File: config.mk
export PLATFORM = sky130hd
export DESIGN_NAME = iorq_chan
export DESIGN_NICKNAME = d
export VERILOG_FILES = /design/src/include/iorq_pkg.sv /design/src/logic/iorq_chan.sv /design/src/logic/iorq_pri_node.sv /design/src/logic/iorq_sync2.sv
export VERILOG_INCLUDE_DIRS = /design/src /design/src/include
export SDC_FILE = /design/constraint.sdc
export NUM_CORES = 1
export LEC_CHECK = 0
export BUFFER_PORTS_ARGS = -buffer_cell sky130_fd_sc_hd__clkbuf_2
export CAP_MARGIN = 20
export CORE_ASPECT_RATIO = 0.75
export CORE_UTILIZATION = 30
export DETAILED_ROUTE_END_ITERATION = 10
export MAX_ROUTING_LAYER = met4
export SYNTH_ARGS = -nofsm -noshare
export SYNTH_HDL_FRONTEND = slang
export SYNTH_SLANG_ARGS = --single-unit
File: constraint.sdc
create_clock -name SYS_CLK_I -period 2.33 [get_ports SYS_CLK_I]
set_input_delay 0.1165 -clock SYS_CLK_I [delete_from_list [all_inputs] [get_ports SYS_CLK_I]]
set_output_delay 0.1165 -clock SYS_CLK_I [all_outputs]
set_load 0.05 [all_outputs]
File: src/include/iorq_consts.svh
// constants of the request control and data channel block
// assumes a 100 MHz system clock; data line n is bit n of every word
`ifndef IORQ_CONSTS_SVH
`define IORQ_CONSTS_SVH

// function codes driven to the peripheral
`define IORQ_FC_NONE 4'h0
`define IORQ_FC_CHAN_ADDR 4'h1
`define IORQ_FC_CHAN_DIN 4'h2
`define IORQ_FC_CHAN_DOUT 4'h3
`define IORQ_FC_MASK_OUT 4'h4
`define IORQ_FC_DATA_OUT 4'h5

// widths
`define IORQ_DATA_W 16
`define IORQ_ADDR_W 15
`define IORQ_CNT_W 16
`define IORQ_FC_W 4
`define IORQ_FC_CNT_W 5

// timing: each function code is held this long
`define IORQ_CLK_MHZ 100
`define IORQ_FC_TIME_NS 240
`define IORQ_FC_CYC ((`IORQ_FC_TIME_NS * `IORQ_CLK_MHZ + 999) / 1000)

// fields of the word on the data lines
`define IORQ_DIR_BIT 0
`define IORQ_INIT_BUSY_DONE_BIT 7
`define IORQ_INIT_REG_SEL_BIT 8
`define IORQ_INIT_POL_BIT 9

// reset values and the last count
`define IORQ_ADDR_RST 15'h0000
`define IORQ_CNT_RST 16'h0000
`define IORQ_WORD_RST 16'h0000
`define IORQ_CNT_LAST 16'hffff

`endif

File: src/include/iorq_pkg.sv
// types shared by the request control and data channel block
// assumes nothing of its surroundings
package iorq_pkg;

  typedef enum logic [2:0] {
    IORQ_IDLE = 3'h0,
    IORQ_LOAD_T = 3'h1,
    IORQ_SEND = 3'h2,
    IORQ_WAIT_W = 3'h3,
    IORQ_XFER = 3'h4,
    IORQ_MASK = 3'h5,
    IORQ_DOUT = 3'h6
  } iorq_state_t;

endpackage

File: src/logic/iorq_chan.sv
// request control and data channel logic of an i/o controller
// assumes command and instruction strobes arrive decoded on SYS_CLK_I
`timescale 1ns/10ps
`default_nettype none
`include "iorq_consts.svh"

module iorq_chan (
  // clock and reset
  input wire logic SYS_CLK_I,
  input wire logic SYS_RST_I,
  // decoded cpu commands, one-cycle pulses
  input wire logic REQ_ENABLE_I,
  input wire logic CHAN_ADDR_REQ_I,
  input wire logic INIT_I,
  input wire logic MASK_OUT_I,
  input wire logic ADDR_LOAD_I,
  input wire logic COUNT_LOAD_I,
  input wire logic ADDR_READ_I,
  input wire logic INT_HONOR_I,
  input wire logic [`IORQ_DATA_W-1:0] CPU_DATA_I,
  // channel data word from the cpu for out transfers
  input wire logic CHAN_WVALID_I,
  input wire logic [`IORQ_DATA_W-1:0] CHAN_WDATA_I,
  // busy/done state
  input wire logic DONE_I,
  // words toward the cpu
  output logic CTL_VALID_O,
  output logic [`IORQ_DATA_W-1:0] CTL_WORD_O,
  output logic RD_VALID_O,
  output logic [`IORQ_DATA_W-1:0] RD_DATA_O,
  output logic BLOCK_DONE_O,
  // request and priority pins
  input wire logic CHAN_SYNC_I,
  input wire logic INT_SYNC_I,
  input wire logic CHAN_PRI_I,
  input wire logic INT_PRI_I,
  output logic CHAN_REQ_O,
  output logic INT_REQ_O,
  output logic CHAN_PRI_O,
  output logic INT_PRI_O,
  // peripheral port
  output logic [`IORQ_FC_W-1:0] FC_O,
  input wire logic [`IORQ_DATA_W-1:0] PD_I,
  output logic [`IORQ_DATA_W-1:0] PD_O,
  output logic PD_OE_O,
  // initialisation settings
  output logic EXT_BUSY_DONE_O,
  output logic INT_REGS_O
);

  logic [3:0] ctl_s;
  logic [`IORQ_DATA_W-1:0] pd_s;
  iorq_pkg::iorq_state_t st_q, st_d;
  logic [`IORQ_FC_CNT_W-1:0] fc_cnt_q;
  logic [`IORQ_FC_W-1:0] fc_q, fc_d;
  logic chreq_q, int_req_q, honor_q, int_dis_q, reload_q, pend_q, dir_q;
  logic pol_q, int_regs_q, ext_bd_q, ctl_valid_q, rd_valid_q, blk_q;
  logic [`IORQ_DATA_W-1:0] t_q, out_q, rd_q, mask_q;
  logic [`IORQ_ADDR_W-1:0] addr_q;
  logic [`IORQ_CNT_W-1:0] cnt_q;

  iorq_sync2 #(.WIDTH(4)) u_sync_ctl (
    .clk_i(SYS_CLK_I),
    .rst_i(SYS_RST_I),
    .async_i({CHAN_SYNC_I, INT_SYNC_I, CHAN_PRI_I, INT_PRI_I}),
    .sync_o(ctl_s)
  );

  iorq_sync2 #(.WIDTH(`IORQ_DATA_W)) u_sync_pd (
    .clk_i(SYS_CLK_I),
    .rst_i(SYS_RST_I),
    .async_i(PD_I),
    .sync_o(pd_s)
  );

  wire chan_sync = ctl_s[3];
  wire int_sync = ctl_s[2];
  wire chan_has_pri;

  iorq_pri_node u_pri_chan (
    .pri_i(ctl_s[1]),
    .pri_o(CHAN_PRI_O),
    .want_i(chreq_q),
    .has_pri_o(chan_has_pri)
  );

  iorq_pri_node u_pri_int (
    .pri_i(ctl_s[0]),
    .pri_o(INT_PRI_O),
    .want_i(int_req_q),
    .has_pri_o()
  );

  // decode
  wire idle = (st_q == iorq_pkg::IORQ_IDLE);
  wire cmd = REQ_ENABLE_I | CHAN_ADDR_REQ_I;
  wire fc_done = (fc_cnt_q == `IORQ_FC_CNT_W'(`IORQ_FC_CYC - 1));
  wire neg = pol_q | (fc_q == `IORQ_FC_MASK_OUT);
  wire [`IORQ_DATA_W-1:0] pd_val = pd_s ^ {`IORQ_DATA_W{neg}};
  wire serve = CHAN_ADDR_REQ_I & chan_has_pri & chreq_q & idle;
  wire start_load = cmd & ~chreq_q & chan_sync & idle;
  wire int_cause = DONE_I | int_sync;
  wire mask_hit = |(mask_q & pd_val);
  // direction is still in the buffer when leaving the send state
  wire xfer_dir = (st_q == iorq_pkg::IORQ_SEND) ? t_q[`IORQ_DIR_BIT] :
                  dir_q;
  wire [`IORQ_ADDR_W-1:0] addr_inc = addr_q + `IORQ_ADDR_W'(1);
  wire [`IORQ_ADDR_W-1:0] addr_t = reload_q ? addr_inc : addr_q;
  wire [`IORQ_ADDR_W-1:0] t_addr = int_regs_q ? addr_t : pd_val[15:1];
  wire xfer_end = (st_q == iorq_pkg::IORQ_XFER) & fc_done;
  wire load_end = (st_q == iorq_pkg::IORQ_LOAD_T) & fc_done;
  wire last_word = (cnt_q == `IORQ_CNT_LAST);
  wire [`IORQ_DATA_W-1:0] addr_word = {addr_q, 1'b0};

  // next state
  always_comb begin
    st_d = st_q;
    case (st_q)
      iorq_pkg::IORQ_IDLE: begin
        if (serve) begin
          st_d = iorq_pkg::IORQ_SEND;
        end else if (start_load) begin
          st_d = iorq_pkg::IORQ_LOAD_T;
        end else if (MASK_OUT_I) begin
          st_d = iorq_pkg::IORQ_MASK;
        end else if (ADDR_LOAD_I | COUNT_LOAD_I) begin
          st_d = iorq_pkg::IORQ_DOUT;
        end
      end
      iorq_pkg::IORQ_LOAD_T: begin
        if (fc_done) begin
          if (!pend_q) begin
            st_d = iorq_pkg::IORQ_IDLE;
          end else if (dir_q) begin
            st_d = iorq_pkg::IORQ_XFER;
          end else begin
            st_d = iorq_pkg::IORQ_WAIT_W;
          end
        end
      end
      iorq_pkg::IORQ_SEND: begin
        // reload before the data word goes
        if (chan_sync) begin
          st_d = iorq_pkg::IORQ_LOAD_T;
        end else if (t_q[`IORQ_DIR_BIT]) begin
          st_d = iorq_pkg::IORQ_XFER;
        end else begin
          st_d = iorq_pkg::IORQ_WAIT_W;
        end
      end
      iorq_pkg::IORQ_WAIT_W: begin
        if (CHAN_WVALID_I) begin
          st_d = iorq_pkg::IORQ_XFER;
        end
      end
      iorq_pkg::IORQ_XFER,
      iorq_pkg::IORQ_MASK,
      iorq_pkg::IORQ_DOUT: begin
        if (fc_done) begin
          st_d = iorq_pkg::IORQ_IDLE;
        end
      end
      default: begin
        st_d = iorq_pkg::IORQ_IDLE;
      end
    endcase
  end

  // function code follows the state
  always_comb begin
    case (st_d)
      iorq_pkg::IORQ_LOAD_T: fc_d = `IORQ_FC_CHAN_ADDR;
      iorq_pkg::IORQ_XFER: fc_d = xfer_dir ? `IORQ_FC_CHAN_DIN :
                                             `IORQ_FC_CHAN_DOUT;
      iorq_pkg::IORQ_MASK: fc_d = `IORQ_FC_MASK_OUT;
      iorq_pkg::IORQ_DOUT: fc_d = `IORQ_FC_DATA_OUT;
      default: fc_d = `IORQ_FC_NONE;
    endcase
  end

  // sequencer
  always_ff @(posedge SYS_CLK_I) begin
    if (SYS_RST_I) begin
      st_q <= iorq_pkg::IORQ_IDLE;
      fc_q <= `IORQ_FC_NONE;
      fc_cnt_q <= '0;
    end else begin
      st_q <= st_d;
      fc_q <= fc_d;
      fc_cnt_q <= (st_d != st_q) ? '0 : fc_cnt_q + `IORQ_FC_CNT_W'(1);
    end
  end

  // channel request flag, buffer and direction
  always_ff @(posedge SYS_CLK_I) begin
    if (SYS_RST_I) begin
      chreq_q <= 1'b0;
      reload_q <= 1'b0;
      pend_q <= 1'b0;
      dir_q <= 1'b0;
      t_q <= `IORQ_WORD_RST;
    end else if (INIT_I) begin
      chreq_q <= 1'b0;
      reload_q <= 1'b0;
      pend_q <= 1'b0;
    end else begin
      if (start_load) begin
        chreq_q <= 1'b1;
        reload_q <= 1'b0;
        pend_q <= 1'b0;
      end
      if (st_q == iorq_pkg::IORQ_SEND) begin
        dir_q <= t_q[`IORQ_DIR_BIT];
        pend_q <= 1'b1;
        reload_q <= chan_sync;
        if (!chan_sync) begin
          chreq_q <= 1'b0;
        end
      end
      if (load_end) begin
        t_q <= {t_addr, pd_val[`IORQ_DIR_BIT]};
      end
      if (xfer_end) begin
        pend_q <= 1'b0;
      end
    end
  end

  // interrupt request, honour and disable flags
  always_ff @(posedge SYS_CLK_I) begin
    if (SYS_RST_I) begin
      int_req_q <= 1'b0;
      honor_q <= 1'b0;
      int_dis_q <= 1'b0;
      mask_q <= `IORQ_WORD_RST;
    end else if (INIT_I) begin
      int_req_q <= 1'b0;
      honor_q <= 1'b0;
      int_dis_q <= 1'b0;
    end else begin
      if (cmd) begin
        int_req_q <= ~honor_q & int_cause & ~int_dis_q;
      end
      // a new honour in the command cycle waits for the next command
      honor_q <= INT_HONOR_I | (honor_q & ~cmd);
      // mask comes with the instruction, the lines are read at the end
      if (idle && (st_d == iorq_pkg::IORQ_MASK)) begin
        mask_q <= CPU_DATA_I;
      end
      if ((st_q == iorq_pkg::IORQ_MASK) && fc_done) begin
        int_dis_q <= mask_hit;
      end
    end
  end

  // internal registers, settings and answer words
  always_ff @(posedge SYS_CLK_I) begin
    if (SYS_RST_I) begin
      addr_q <= `IORQ_ADDR_RST;
      cnt_q <= `IORQ_CNT_RST;
      pol_q <= 1'b0;
      int_regs_q <= 1'b0;
      ext_bd_q <= 1'b0;
      out_q <= `IORQ_WORD_RST;
      rd_q <= `IORQ_WORD_RST;
      rd_valid_q <= 1'b0;
      ctl_valid_q <= 1'b0;
      blk_q <= 1'b0;
    end else begin
      rd_valid_q <= 1'b0;
      ctl_valid_q <= serve;
      blk_q <= 1'b0;
      if (INIT_I) begin
        addr_q <= `IORQ_ADDR_RST;
        cnt_q <= `IORQ_CNT_RST;
        ext_bd_q <= ~pd_s[`IORQ_INIT_BUSY_DONE_BIT];
        int_regs_q <= pd_s[`IORQ_INIT_REG_SEL_BIT];
        pol_q <= pd_s[`IORQ_INIT_POL_BIT];
      end else if (idle && (ADDR_LOAD_I | COUNT_LOAD_I) && !serve &&
                   !start_load && !MASK_OUT_I) begin
        out_q <= CPU_DATA_I;
        if (int_regs_q && ADDR_LOAD_I) begin
          addr_q <= CPU_DATA_I[15:1];
        end
        if (int_regs_q && COUNT_LOAD_I) begin
          cnt_q <= CPU_DATA_I;
        end
      end else if (idle && ADDR_READ_I) begin
        rd_q <= int_regs_q ? addr_word : pd_val;
        rd_valid_q <= 1'b1;
      end else if ((st_q == iorq_pkg::IORQ_WAIT_W) && CHAN_WVALID_I) begin
        out_q <= CHAN_WDATA_I;
      end else if (xfer_end) begin
        if (dir_q) begin
          rd_q <= pd_val;
          rd_valid_q <= 1'b1;
        end
        if (int_regs_q) begin
          addr_q <= addr_inc;
          cnt_q <= cnt_q + `IORQ_CNT_W'(1);
          blk_q <= last_word;
        end
      end
    end
  end

  // outputs
  assign CHAN_REQ_O = chreq_q;
  assign INT_REQ_O = int_req_q;
  assign FC_O = fc_q;
  assign PD_O = out_q ^ {`IORQ_DATA_W{pol_q}};
  assign PD_OE_O = (st_q == iorq_pkg::IORQ_DOUT) |
                   ((st_q == iorq_pkg::IORQ_XFER) & ~dir_q);
  assign CTL_VALID_O = ctl_valid_q;
  assign CTL_WORD_O = t_q;
  assign RD_VALID_O = rd_valid_q;
  assign RD_DATA_O = rd_q;
  assign BLOCK_DONE_O = blk_q;
  assign EXT_BUSY_DONE_O = ext_bd_q;
  assign INT_REGS_O = int_regs_q;
endmodule

`default_nettype wire

File: src/logic/iorq_pri_node.sv
// one node of a daisy-chained priority line
// assumes the incoming priority level is already synchronised
`timescale 1ns/10ps
`default_nettype none

module iorq_pri_node (
  // chain
  input wire logic pri_i,
  output logic pri_o,
  // local request and grant
  input wire logic want_i,
  output logic has_pri_o
);

  // priority is held only while the incoming line is high
  assign has_pri_o = pri_i;
  // a requesting node blocks everything further down
  assign pri_o = pri_i & ~want_i;

endmodule

`default_nettype wire

File: src/logic/iorq_sync2.sv
// two flip-flop synchroniser for a group of pin inputs
// assumes the pins are asynchronous to SYS_CLK_I
`timescale 1ns/10ps
`default_nettype none

module iorq_sync2 #(
  parameter int WIDTH = 1
) (
  // clock and reset
  input wire logic clk_i,
  input wire logic rst_i,
  // pins and their synchronised copies
  input wire logic [WIDTH-1:0] async_i,
  output logic [WIDTH-1:0] sync_o
);

  logic [WIDTH-1:0] meta_q;
  logic [WIDTH-1:0] sync_q;

  always_ff @(posedge clk_i) begin
    if (rst_i) begin
      meta_q <= '0;
      sync_q <= '0;
    end else begin
      meta_q <= async_i;
      sync_q <= meta_q;
    end
  end

  assign sync_o = sync_q;

endmodule

`default_nettype wire

# == Word-level counts from Yosys, hierarchy flattened ==
# Cells that the tools add are included.
# Widths: inputs -> output; s select.
# word_totals
input_bits,64
register_bits,160
output_inout_bits,62
# classes
n_addsub,3
eq_ne,19
mux,47
bitwise_logic,34
reduce_logical,33
# ops
op,n
$mux 16,14
$mux 15,8
$mux 3,11
$xor 16x16->16,2
$eq 3x3->1 const B,6
$add 16x1->16 const B,1
$and 16x16->16,1
$eq 16x16->1 const B,1
$reduce_or 16->1,1
$add 15x1->15 const B,1
$pmux 3 s5,1
$reduce_and 5->1,3
$and 1x1->1,14
$mux 1,12
$pmux 3 s4,1
$reduce_bool 2->1,6
$not 1->1,11
$logic_and 1x1->1,10
$reduce_or 3->1,3
$reduce_or 7->1,1
$eq 3x1->1 const B,2
$eq 3x2->1 const B,2
$ne 2x2->1 const B,3
$or 1x1->1,6
other kinds (10),15

# == Longest topological paths before layout ==
# Gate-level depths: netlist of run 1.
# depth
word_depth,10
depth_mapped,8
depth_no_buf,7

# == Hierarchy ==
# Synthesis of run 1 repeated with hierarchy kept, for this count alone.
# hier_totals
cells_unflattened,864
hier_area_um2,7475.9
# modules_own_cells
module,area_each_um2,instances,cells_per_inst
iorq_chan,6359.8,1,777
iorq_sync2 at u_sync_pd,863.3,1,67
iorq_sync2 at u_sync_ctl,210.2,1,16
iorq_pri_node,21.3,2,2

# == Least setup slack after synthesis of run 1 ==
# Ideal clock, no wire load.
# synth_timing
kind,register to register
start,"register chreq_q, in the netlist CHAN_REQ_O"
end,register addr_q[6]
setup_slack_ns,-0.011
path_buffers,1
path_stages_with_launch,8
t_arrival_ns,2.214
cell_sequence,dfxtp_1 -> and2b_1 -> a2111o_4 -> o21ai_2 -> buf_2 -> o21ai_1 -> a22oi_1 -> nor2_1
# synth_via
elab_chain_cells,9
word_cells_on_any_way,18
# synth_lines
element,line_no,source
start: declaration,iorq_chan.sv:56,"logic chreq_q, int_req_q, honor_q, int_dis_q, reload_q, pend_q, dir_q;"
start signal: assignment,iorq_chan.sv:197,chreq_q <= 1'b0;
start signal: assignment,iorq_chan.sv:203,chreq_q <= 1'b0;
start signal: assignment,iorq_chan.sv:208,chreq_q <= 1'b1;
$not 1->1,iorq_chan.sv:101,wire start_load = cmd & ~chreq_q & chan_sync & idle;
$and 1x1->1 (3 in series),iorq_chan.sv:101,
$logic_not 1->1,iorq_chan.sv:280,!start_load && !MASK_OUT_I) begin
$logic_and 1x1->1 (*),iorq_chan.sv:279,end else if (idle && (ADDR_LOAD_I | COUNT_LOAD_I) && !serve &&
$logic_and 1x1->1 (*),iorq_chan.sv:280,
"$ne 2x1->1 (no line), or another cell as far along",-,
$reduce_and 5->1 (no line),-,
end signal: assignment,iorq_chan.sv:274,addr_q <= `IORQ_ADDR_RST;
end signal: assignment,iorq_chan.sv:283,addr_q <= CPU_DATA_I[15:1];
end signal: assignment,iorq_chan.sv:299,addr_q <= addr_inc;
end: declaration,iorq_chan.sv:59,logic [`IORQ_ADDR_W-1:0] addr_q;
# Every way passes the cells marked *; elsewhere a longest branch is shown, timed or not.
# A chain may end at the register's enable or synchronous reset.

# == Worst setup path in the final report of run 1 ==
# layout_timing
start,register st_q[2]
end,register out_q[13]
# layout_via
elab_chain_cells,8
word_cells_on_any_way,16
# layout_lines
element,line_no,source
start: declaration,iorq_chan.sv:53,"iorq_pkg::iorq_state_t st_q, st_d;"
start signal: assignment,iorq_chan.sv:184,st_q <= iorq_pkg::IORQ_IDLE;
start signal: assignment,iorq_chan.sv:188,st_q <= st_d;
$logic_not 3->1,iorq_chan.sv:95,wire idle = (st_q == iorq_pkg::IORQ_IDLE);
$and 1x1->1,iorq_chan.sv:100,wire serve = CHAN_ADDR_REQ_I & chan_has_pri & chreq_q & idle;
$logic_not 1->1,iorq_chan.sv:279,
$logic_and 1x1->1 (2 in series),iorq_chan.sv:279,
$logic_and 1x1->1,iorq_chan.sv:280,
$ne 2x2->1 (no line) / $reduce_bool 2->1 (equally long branches),-,
$reduce_and 3->1 (no line),-,
end signal: assignment,iorq_chan.sv:264,out_q <= `IORQ_WORD_RST;
end: declaration,iorq_chan.sv:58,"logic [`IORQ_DATA_W-1:0] t_q, out_q, rd_q, mask_q;"
# Several ways; a longest one is shown, not always the timed one.

==> results.yml, run 1 <==
final_layout:
  final_common_cell: "dfxtp_1"
  nNetsFinal: 1142
  instances_no_fill: 1420
  final_cell_mix: "158 x dfxtp_1, 123 x clkbuf_2, 111 x nand2_1"
  drive_gt1_share_pct: 22.15
  fill_cells: 2465
  multi_input_area_mm2: 0.004065
  regArea_mm2: 0.003184
  area_growth_pct: 31.17
timing:
  period_share_pct: 97.57
  timing.fmax_mhz: 439.9
  fin_skew_ns: 0.008692
  period_minus_slack_ns: 2.273
  slew_violations: 0
  rsz0062_at_grt: "no"
  finalHoldViolations: 0
  worst_slew_pin_slew_ns: 0.9530
  setup_viol: 0
  relSlewSlack_pct: 36.47
critical_path:
  cp-end-kind: "register"
  r2r-end: "out_q[13]"
  critical_path_required_ns: 2.67
  path_max_fanout: 9
  worstSetupStartpointType: "register"
  reg2reg_setup_slack_ns: 0.06
  cp_cell_sequence: "or3_4 -> a2111o_4 -> nor2_4 -> buf_4 -> nand2_1 -> a311oi_1"
  crit_family: "compound AO/OA/AOI/OAI gates"
  worst-path-buf-inv: 1
  reg2reg_from: "st_q[2]"
  cp-endpoint: "out_q[13]"
  startpoint: "st_q[2]"
  slowest_delay_ns: 0.54
  crit_slowest_cell: "a2111o_4"
  crit_arrival_ns: 2.62
  r2r.worst_path.cells: 6
  path_class: "reg -> reg"
  critical_path_cell_count: 6
die:
  die_w_um: 184.9
  core_area_mm2: 0.02428
  dieArea_mm2: 0.02574
  die_y_um: 139.2
  pin_count: 126
  rows: 49
  start_util_pct: 31.00
cts:
  cts_tree: "yes"
  cts_buffers: 17
  cts-root-buf: "clkbuf_16"
  clk_pin_slew_ns: 0.07
  clk_latency_ns: 0.43
  clock_path_buffers: 2
  ctsHtreeMaxLevel: 4
  cts.sinks: 159
place:
  place_congestion: 0.9225
  dp_hpwl_mm: 18.03
  io_buffers: 124
  placed_cells: 1341
synth:
  synthCells: 893
  syn_nets: 960
  synth.avg_cell_area_um2: 8.429
  synth.distinct_cells: 74
  syn_area_mm2: 0.007527
  synth-seq-area-share_pct: 42.29
  synth_edf_count: 0
  synth-seq-cells: 159
  async_reset_ff_share_pct: 0
  synth_ff_type: "dfxtp_1"
  yosysWarnings: 0
detailed_routing:
  wl_mm: 25.03
  drt-initial-drc-count: 637
  routedWlPerCell_um: 17.62
  ant_nets: 0
  via_per_inst: 5.083
  dr_total_vias: 7218
  dr.pass1.iters: 5
  drc: 0
outcome:
  status: "completed"
power_and_ir_drop:
  p_leak_nw: 3.909
  peakVddDrop_uv: 609.9
  power_density_mw_per_mm2: 796.6
  power_mw: 7.865
global_route:
  grt_pass1_vias: 6725
  grt_max_degree: 101
  antenna_found_initial: 1
  grt_pass1_wl_mm: 38.12
  grt.total_usage_pct: 19.98
  grt_overflow_total: 0
min_path:
  hp-class: "in -> reg"
job:
  drv_cap: 0
stage by stage:
step | worst slack [ns] | hold slack [ns] | setup TNS, ns | cell area (um2) | utilization [%]
6_report | 0.05660 | 0.005054 | 0 | 9873 | 40.67
5_1_grt | 0.005324 | 0.01177 | 0 | 9873 | 40.67
4_1_cts | 0.002540 | 0.002789 | 0 | 9806 | 40.39
3_5_place_dp | -0.09934 | 0.3286 | -1.175 | 8771 | 36.13
3_3_place_gp | 0.0009444 | 0.3227 | 0 | 8771 | 36.13
2_1_floorplan | 0.1770 | 0.2264 | 0 | 7528 | -
tightest hold or removal path, cell delays in order:
cell	delay [ns]
clkbuf_2	0.07
o21ai_0	0.06
a21oi_1	0.14
where the power goes:
group          internal, mW  leakage [nW]  total [mW]  switching [mW]
combinational         0.714          2.33        2.08            1.36
clock                  1.44         0.286        2.79            1.35
sequential             2.88          1.30        2.99           0.109
total                  5.04          3.91        7.86            2.82
cells by family after synthesis:
kind of cell               synth area share, %
and+or+nand+nor                          23.47
AOI/OAI and AO/OA                        20.88
DFF                                      42.29
buffers and inverters                    4.438
xor gates and xnor gates                 5.585
muxes                                    2.793
adders and majority gates               0.4987
other                                  0.04982
layer usage:
metal	vias up	share of wire (%)	global-route usage, %
met5	-	0	-
met3	32	7.1	4.280
met4	0	1.5	5.176
met1	3377	50	28.81
met2	279	41	27.74
li1	3530	-	-
Yosys cell counts (16+ instances only):
library cell | count | area share, %
xnor2_1 | 20 | 2.3
and3_1 | 21 | 1.7
nand2_1 | 111 | 5.5
a21oi_1 | 67 | 4.5
a311oi_1 | 25 | 2.9
nor2b_1 | 42 | 3.5
nand3_1 | 32 | 2.1
nor2_1 | 87 | 4.3
mux2i_1 | 21 | 2.8
xor2_1 | 28 | 3.3
buf_2 | 18 | 1.2
o21ai_0 | 35 | 2.3
clkbuf_1 | 34 | 1.7
dfxtp_1 | 159 | 42
nor3_1 | 16 | 1.1
layout make-up:
type	instances	area share, %
Clock inverter	15	1.571
Multi-Input combinational cell	661	41.17
Inverter	13	0.4942
Tap cell	331	4.195
Sequential cell	159	32.25
Antenna cell	1	0.02535
Clock buffer	17	4.309
Timing Repair Buffer	223	15.98
how the worst min path moves through the flow:
stage	from	end	slack, ns	depth (start not counted)
global route	CPU_DATA_I[15]	mask_q[15]	0.01	3
detailed placement	PD_I[10]	u_sync_pd.meta_q[10]	0.33	2
floorplan	ADDR_READ_I	BLOCK_DONE_O	0.23	1
CTS	CPU_DATA_I[3]	mask_q[3]	0.003	3
finish	DONE_I	INT_REQ_O	0.005	3
global placement	INT_SYNC_I	u_sync_ctl.meta_q[2]	0.32	2
flip-flops by register name (all words and copies together) (netlist names), 5 cells and up:
register and flops:
fc_cnt_q 5, RD_DATA_O 16, u_sync_pd.sync_o 16, mask_q 16, u_sync_pd.meta_q 16, addr_q 15, cnt_q 16, CTL_WORD_O 16
out_q 16
timing repair:
action,4_1_cts,5_1_grt
gates resized for setup,2,4
pin swaps,1,2
setup endpoints to repair,16,22
hold buffers,43,0
setup buffers,0,2
endpoints found under the hold margin,43,0
gates cloned,1,0
(Power assumes the default switching activity.)
==> run 2, diff against run 1 <==
==> constraint.sdc (replaced) <==
create_clock -name SYS_CLK_I -period 2 [get_ports SYS_CLK_I]
set_input_delay 0.1 -clock SYS_CLK_I [delete_from_list [all_inputs] [get_ports SYS_CLK_I]]
set_output_delay 0.1 -clock SYS_CLK_I [all_outputs]
set_load 0.05 [all_outputs]
==> run 2 against run 1 <==
The flow now finishes with violations (negative setup slack). Sequential share of layout area shrank 4.7 points. Non-clock buffer count grew 83. Worst setup slack got worse by 0.26 ns. Highest routed layer unchanged.
==> results.yml, run 2 (synthesis results as in run 1) <==
power_and_ir_drop:
  p_leak_nw: 4.613
  power.internal_mw: 6.693
  p_comb_share_pct: 33.1
  p_sw_share_pct: 34.72
  peakVddDrop_uv: 696.8
  clock_power_share_pct: 32.8
  power_density_mw_per_mm2: 884.5
  power.share.sequential_pct: 34.1
  power_mw: 10.25
  power_switching_mw: 3.559
detailed_routing:
  wl_mm: 27.66
  routedWlPerCell_um: 18.40
  dr.pass1.iters: 5
  drt-initial-drc-count: 680
  dr_total_vias: 7832
  via_per_inst: 5.211
  ant_nets: 0
  drc: 0
timing:
  holdWs_ns: 0.02423
  period_share_pct: 109.9
  fin_ws_ns: -0.1985
  relSlewSlack_pct: 54.57
  setup_viol: 74
  fin_setup_tns_ns: -5.892
  period_minus_slack_ns: 2.199
  worst_slew_pin_slew_ns: 0.6815
  slew_violations: 0
  timing.fmax_mhz: 454.8
  finalHoldViolations: 0
  fin_skew_ns: 0.007751
  rsz0062_at_grt: "yes"
critical_path:
  path_max_fanout: 7
  path_class: "reg -> reg"
  critical_path_required_ns: 2.38
  worstSetupStartpointType: "register"
  crit_arrival_ns: 2.58
  cp-end-kind: "register"
die:
  start_util_pct: 31.00
  dieArea_mm2: 0.02574
  core_area_mm2: 0.02428
  rows: 49
  die_y_um: 139.2
  pin_count: 126
  die_w_um: 184.9
place:
  place_area_mm2: 0.009186
  io_buffers: 124
  place_congestion: 0.9291
  dp_hpwl_mm: 18.37
cts:
  ctsHtreeMaxLevel: 4
  clk_pin_slew_ns: 0.07
  cts-root-buf: "clkbuf_16"
  cts_buffers: 17
  clk_latency_ns: 0.45
  clock_path_buffers: 2
  cts.sinks: 159
  cts_tree: "yes"
outcome:
  status: "finished with violations"
  violations: "negative setup slack"
final_layout:
  final_cell_mix: "154 x dfxtp_1, 123 x clkbuf_2, 103 x nand2_1"
  antennaDiodeCount: 0
  final_common_cell: "dfxtp_1"
  post-route-cell-area_mm2: 0.01159
  area_growth_pct: 53.97
  drive_gt1_share_pct: 37.80
  nNetsFinal: 1226
global_route:
  grt_max_degree: 51
  grt_pass1_vias: 7260
  grt_pass1_wl_mm: 40.77
  antenna_found_initial: 0
  grt_overflow_total: 0
  grt.total_usage_pct: 21.52
job:
  drv_cap: 0
min_path:
  hp-class: "in -> reg"
run 2: worst max-delay path, cell delays in order (launching register included):
cell	delay (ns)
dfxtp_2	0.32
or3_4	0.39
buf_6	0.13
a2111oi_4	0.26
buf_4	0.20
buf_6	0.13
buf_12	0.12
nand3_4	0.12
buf_4	0.17
buf_6	0.10
o31ai_1	0.05
o2bb2ai_1	0.13
run 2: area by class of cell:
class | instances | area [um2]
well taps | 331 | 414.1
multi-input cells | 662 | 4741
inverters | 13 | 48.80
flip-flops and latches | 159 | 3192
clock inverters | 12 | 150.1
repair buffers | 306 | 2597
clock buffers | 20 | 446.7
fillers | 2301 | 12690
run 2: path summary, 6_finish.rpt:
| check | start | to | slack [ns] | cells past startpoint |
|---|---|---|---|---|
| worst max register to register | st_q[2] | addr_q[13] | -0.20 | 11 |
| worst max-delay path | st_q[2] | addr_q[13] | -0.20 | 11 |
| worst min register to register | u_sync_pd.meta_q[11] | u_sync_pd.sync_o[11] | 0.44 | 1 |
| worst min-delay path | CPU_DATA_I[13] | mask_q[13] | 0.02 | 3 |
run 2: what timing repair did:
action	CTS	global route
endpoints found under the hold margin	55	0
cloned	10	2
setup endpoints to repair	103	101
buffers inserted	17	12
gates resized for setup	103	118
pin swaps	51	54
hold buffers	47	0
run 2: per-stage QoR:
step	util [%]	instances	setup slack, ns
2_1_floorplan	-	893	-0.001749
3_3_place_gp	37.84	1386	-0.2764
3_5_place_dp	37.84	1386	-0.3435
4_1_cts	45.26	1492	-0.1347
5_1_grt	47.74	1503	-0.2644
6_report	47.74	1503	-0.1985
run 2: layer usage:
layer	routed length, um	vias to the layer above	GRT usage [%]
li1	-	3707	-
met1	13120	3733	30.08
met2	11840	356	30.51
met3	2328	36	5.567
met4	367	0	5.220
met5	0	-	-
run 2: power by group through the flow:
stage / registers, mW / clock network (mW) / logic (mW)
after floorplan: 3.76 / 0 / 1.32
final: 3.49 / 3.36 / 3.40
after CTS: 3.48 / 3.39 / 2.98
after global routing: 3.51 / 3.54 / 3.57
after detailed placement: 3.54 / 0 / 2.44
after global placement: 3.54 / 0 / 2.43
==> run 3, diff against run 2 <==
--- a/config.mk
+++ b/config.mk
@@ -12,6 +12,7 @@
 export CORE_UTILIZATION = 30
 export DETAILED_ROUTE_END_ITERATION = 10
 export MAX_ROUTING_LAYER = met4
+export SETUP_SLACK_MARGIN = 0.02
 export SYNTH_ARGS = -nofsm -noshare
 export SYNTH_HDL_FRONTEND = slang
 export SYNTH_SLANG_ARGS = --single-unit
==> run 3 against run 2 <==
The run still ends with negative setup slack left. Power is 4.9% lower. Critical path depth is 4 lower. Die area stayed put. Clock-buffer cell count is 2 lower. Clock skew is 0.0042 ns higher. Sequential power hardly changed. Final area is 5.8% lower. Flip-flop and latch count stayed put. Final cell count is 1.7% lower. First-iteration DRC count is 12% lower. Register-to-register slack better by 0.05 ns. Largest cell class unchanged. Highest routed layer unchanged.
==> results.yml, run 3 (synthesis results as in run 1) <==
place:
  dp_hpwl_mm: 18.32
  io_buffers: 124
  place_congestion: 0.9096
  place_ws_ns: -0.08325
  place_area_mm2: 0.009136
critical_path:
  critical_path_required_ns: 2.35
  path_class: "reg -> reg"
  cp-end-kind: "register"
  worstSetupStartpointType: "register"
  slowest_delay_ns: 0.50
  r2r.worst_path.cells: 7
  crit_slowest_cell: "a2111o_4"
  crit_arrival_ns: 2.49
  path_max_fanout: 8
  cp_cell_sequence: "or3_4 -> a2111o_4 -> nor2_4 -> buf_4 -> clkbuf_16 -> nand2_2 -> a311oi_1"
power_and_ir_drop:
  power_density_mw_per_mm2: 892.7
  p_leak_nw: 4.382
  peakVddDrop_uv: 729.8
  power_mw: 9.747
timing:
  fin_skew_ns: 0.01196
  period_minus_slack_ns: 2.144
  rsz0062_at_grt: "yes"
  period_share_pct: 107.2
  relSlewSlack_pct: 64.08
  fin_ws_ns: -0.1444
  slew_violations: 0
  setup_viol: 41
  worst_slew_pin_slew_ns: 0.5389
  timing.fmax_mhz: 466.3
  holdWs_ns: 0.01122
  finalHoldViolations: 0
min_path:
  hold_depth: 3
  hp-class: "in -> reg"
detailed_routing:
  dr_total_vias: 7630
  via_per_inst: 5.162
  drt-initial-drc-count: 596
  routedWlPerCell_um: 18.00
  ant_nets: 0
  dr.pass1.iters: 5
  drc: 0
  wl_mm: 26.61
die:
  core_area_mm2: 0.02428
  die_y_um: 139.2
  rows: 49
  start_util_pct: 31.00
  pin_count: 126
  dieArea_mm2: 0.02574
  die_w_um: 184.9
cts:
  cts_buffers: 17
  clk_pin_slew_ns: 0.07
  clk_latency_ns: 0.44
  cts-root-buf: "clkbuf_16"
  ctsHtreeMaxLevel: 4
  clock_path_buffers: 2
  cts.sinks: 159
  cts_tree: "yes"
final_layout:
  antennaDiodeCount: 0
  post-route-cell-area_mm2: 0.01092
  area_growth_pct: 45.05
  nNetsFinal: 1201
  final_cell_mix: "153 x dfxtp_1, 123 x clkbuf_2, 105 x nand2_1"
  drive_gt1_share_pct: 32.43
  fill_cells: 2366
  final_common_cell: "dfxtp_1"
global_route:
  grt_overflow_total: 0
  grt.total_usage_pct: 20.75
  antenna_found_initial: 0
  grt_max_degree: 112
  grt_pass1_vias: 7050
  grt_pass1_wl_mm: 39.50
job:
  drv_cap: 0
outcome:
  status: "finished with violations"
  violations: "negative setup slack"
-- run 3: cell types whose count changed in the layout (fill, tap and decap cells not counted), sizes merged --
cell / delta
nor3: -2
clkinv: +1
clkinvlp: -1
dlygate4sd3: +1
buf: -26
clkbuf: -1
inv: +2
a2111o: +1
-- run 3: through the flow --
step           TNS (ns)  util, %  instances
5_1_grt          -6.138    44.97       1478
4_1_cts          -1.298    42.86       1460
3_3_place_gp    -0.6644    37.63       1373
3_5_place_dp     -2.277    37.63       1373
2_1_floorplan  -0.01399        -        893
6_report         -1.671    44.97       1478
-- run 3: cell type report --
type                    instances  area [um2]  share of cell area, %
repair buffers                282        2200                  20.15
clock buffers                  18       439.2                  4.022
clock inverters                14       172.7                  1.581
multi-input cells             661        4451                  40.76
flip-flops and latches        159        3193                  29.25
inverters                      13       48.80                 0.4469
well taps                     331       414.1                  3.793
-- run 3: critical path, delay by kind of cell, from the launching register on --
family / cells / cell delay [ns]
AO/OA/AOI/OAI: 2 / 0.77
AND/OR/NAND/NOR: 3 / 0.66
buffers and inverters: 2 / 0.28
flip-flops: 1 / 0.32
-- run 3: worst paths after layout --
kind | from | end | slack, ns
worst max-delay path | st_q[1] | cnt_q[13] | -0.14
worst min-delay path | CPU_DATA_I[1] | mask_q[1] | 0.01
worst max register to register | st_q[1] | cnt_q[13] | -0.14
worst min register to register | u_sync_pd.meta_q[5] | u_sync_pd.sync_o[5] | 0.44
-- run 3: layer usage --
metal	part of all wire (%)	wire length, um	GRT usage, %
met1	47	12630	29.29
met2	44	11760	29.64
met3	7.4	1962	4.070
met4	0.95	252	5.959
met5	0	0	-
-- run 3: power breakdown --
part           internal [mW]  switching, mW
Combinational           1.10           1.73
Clock                   1.92           1.50
Sequential              3.36          0.130
-- run 3: what timing repair did --
action,in CTS,in global routing
pin swaps,4,24
endpoints found under the setup margin,80,91
gates cloned,3,5
setup buffers,4,16
hold endpoints to repair,50,0
hold buffers,48,0
resized for setup,36,85
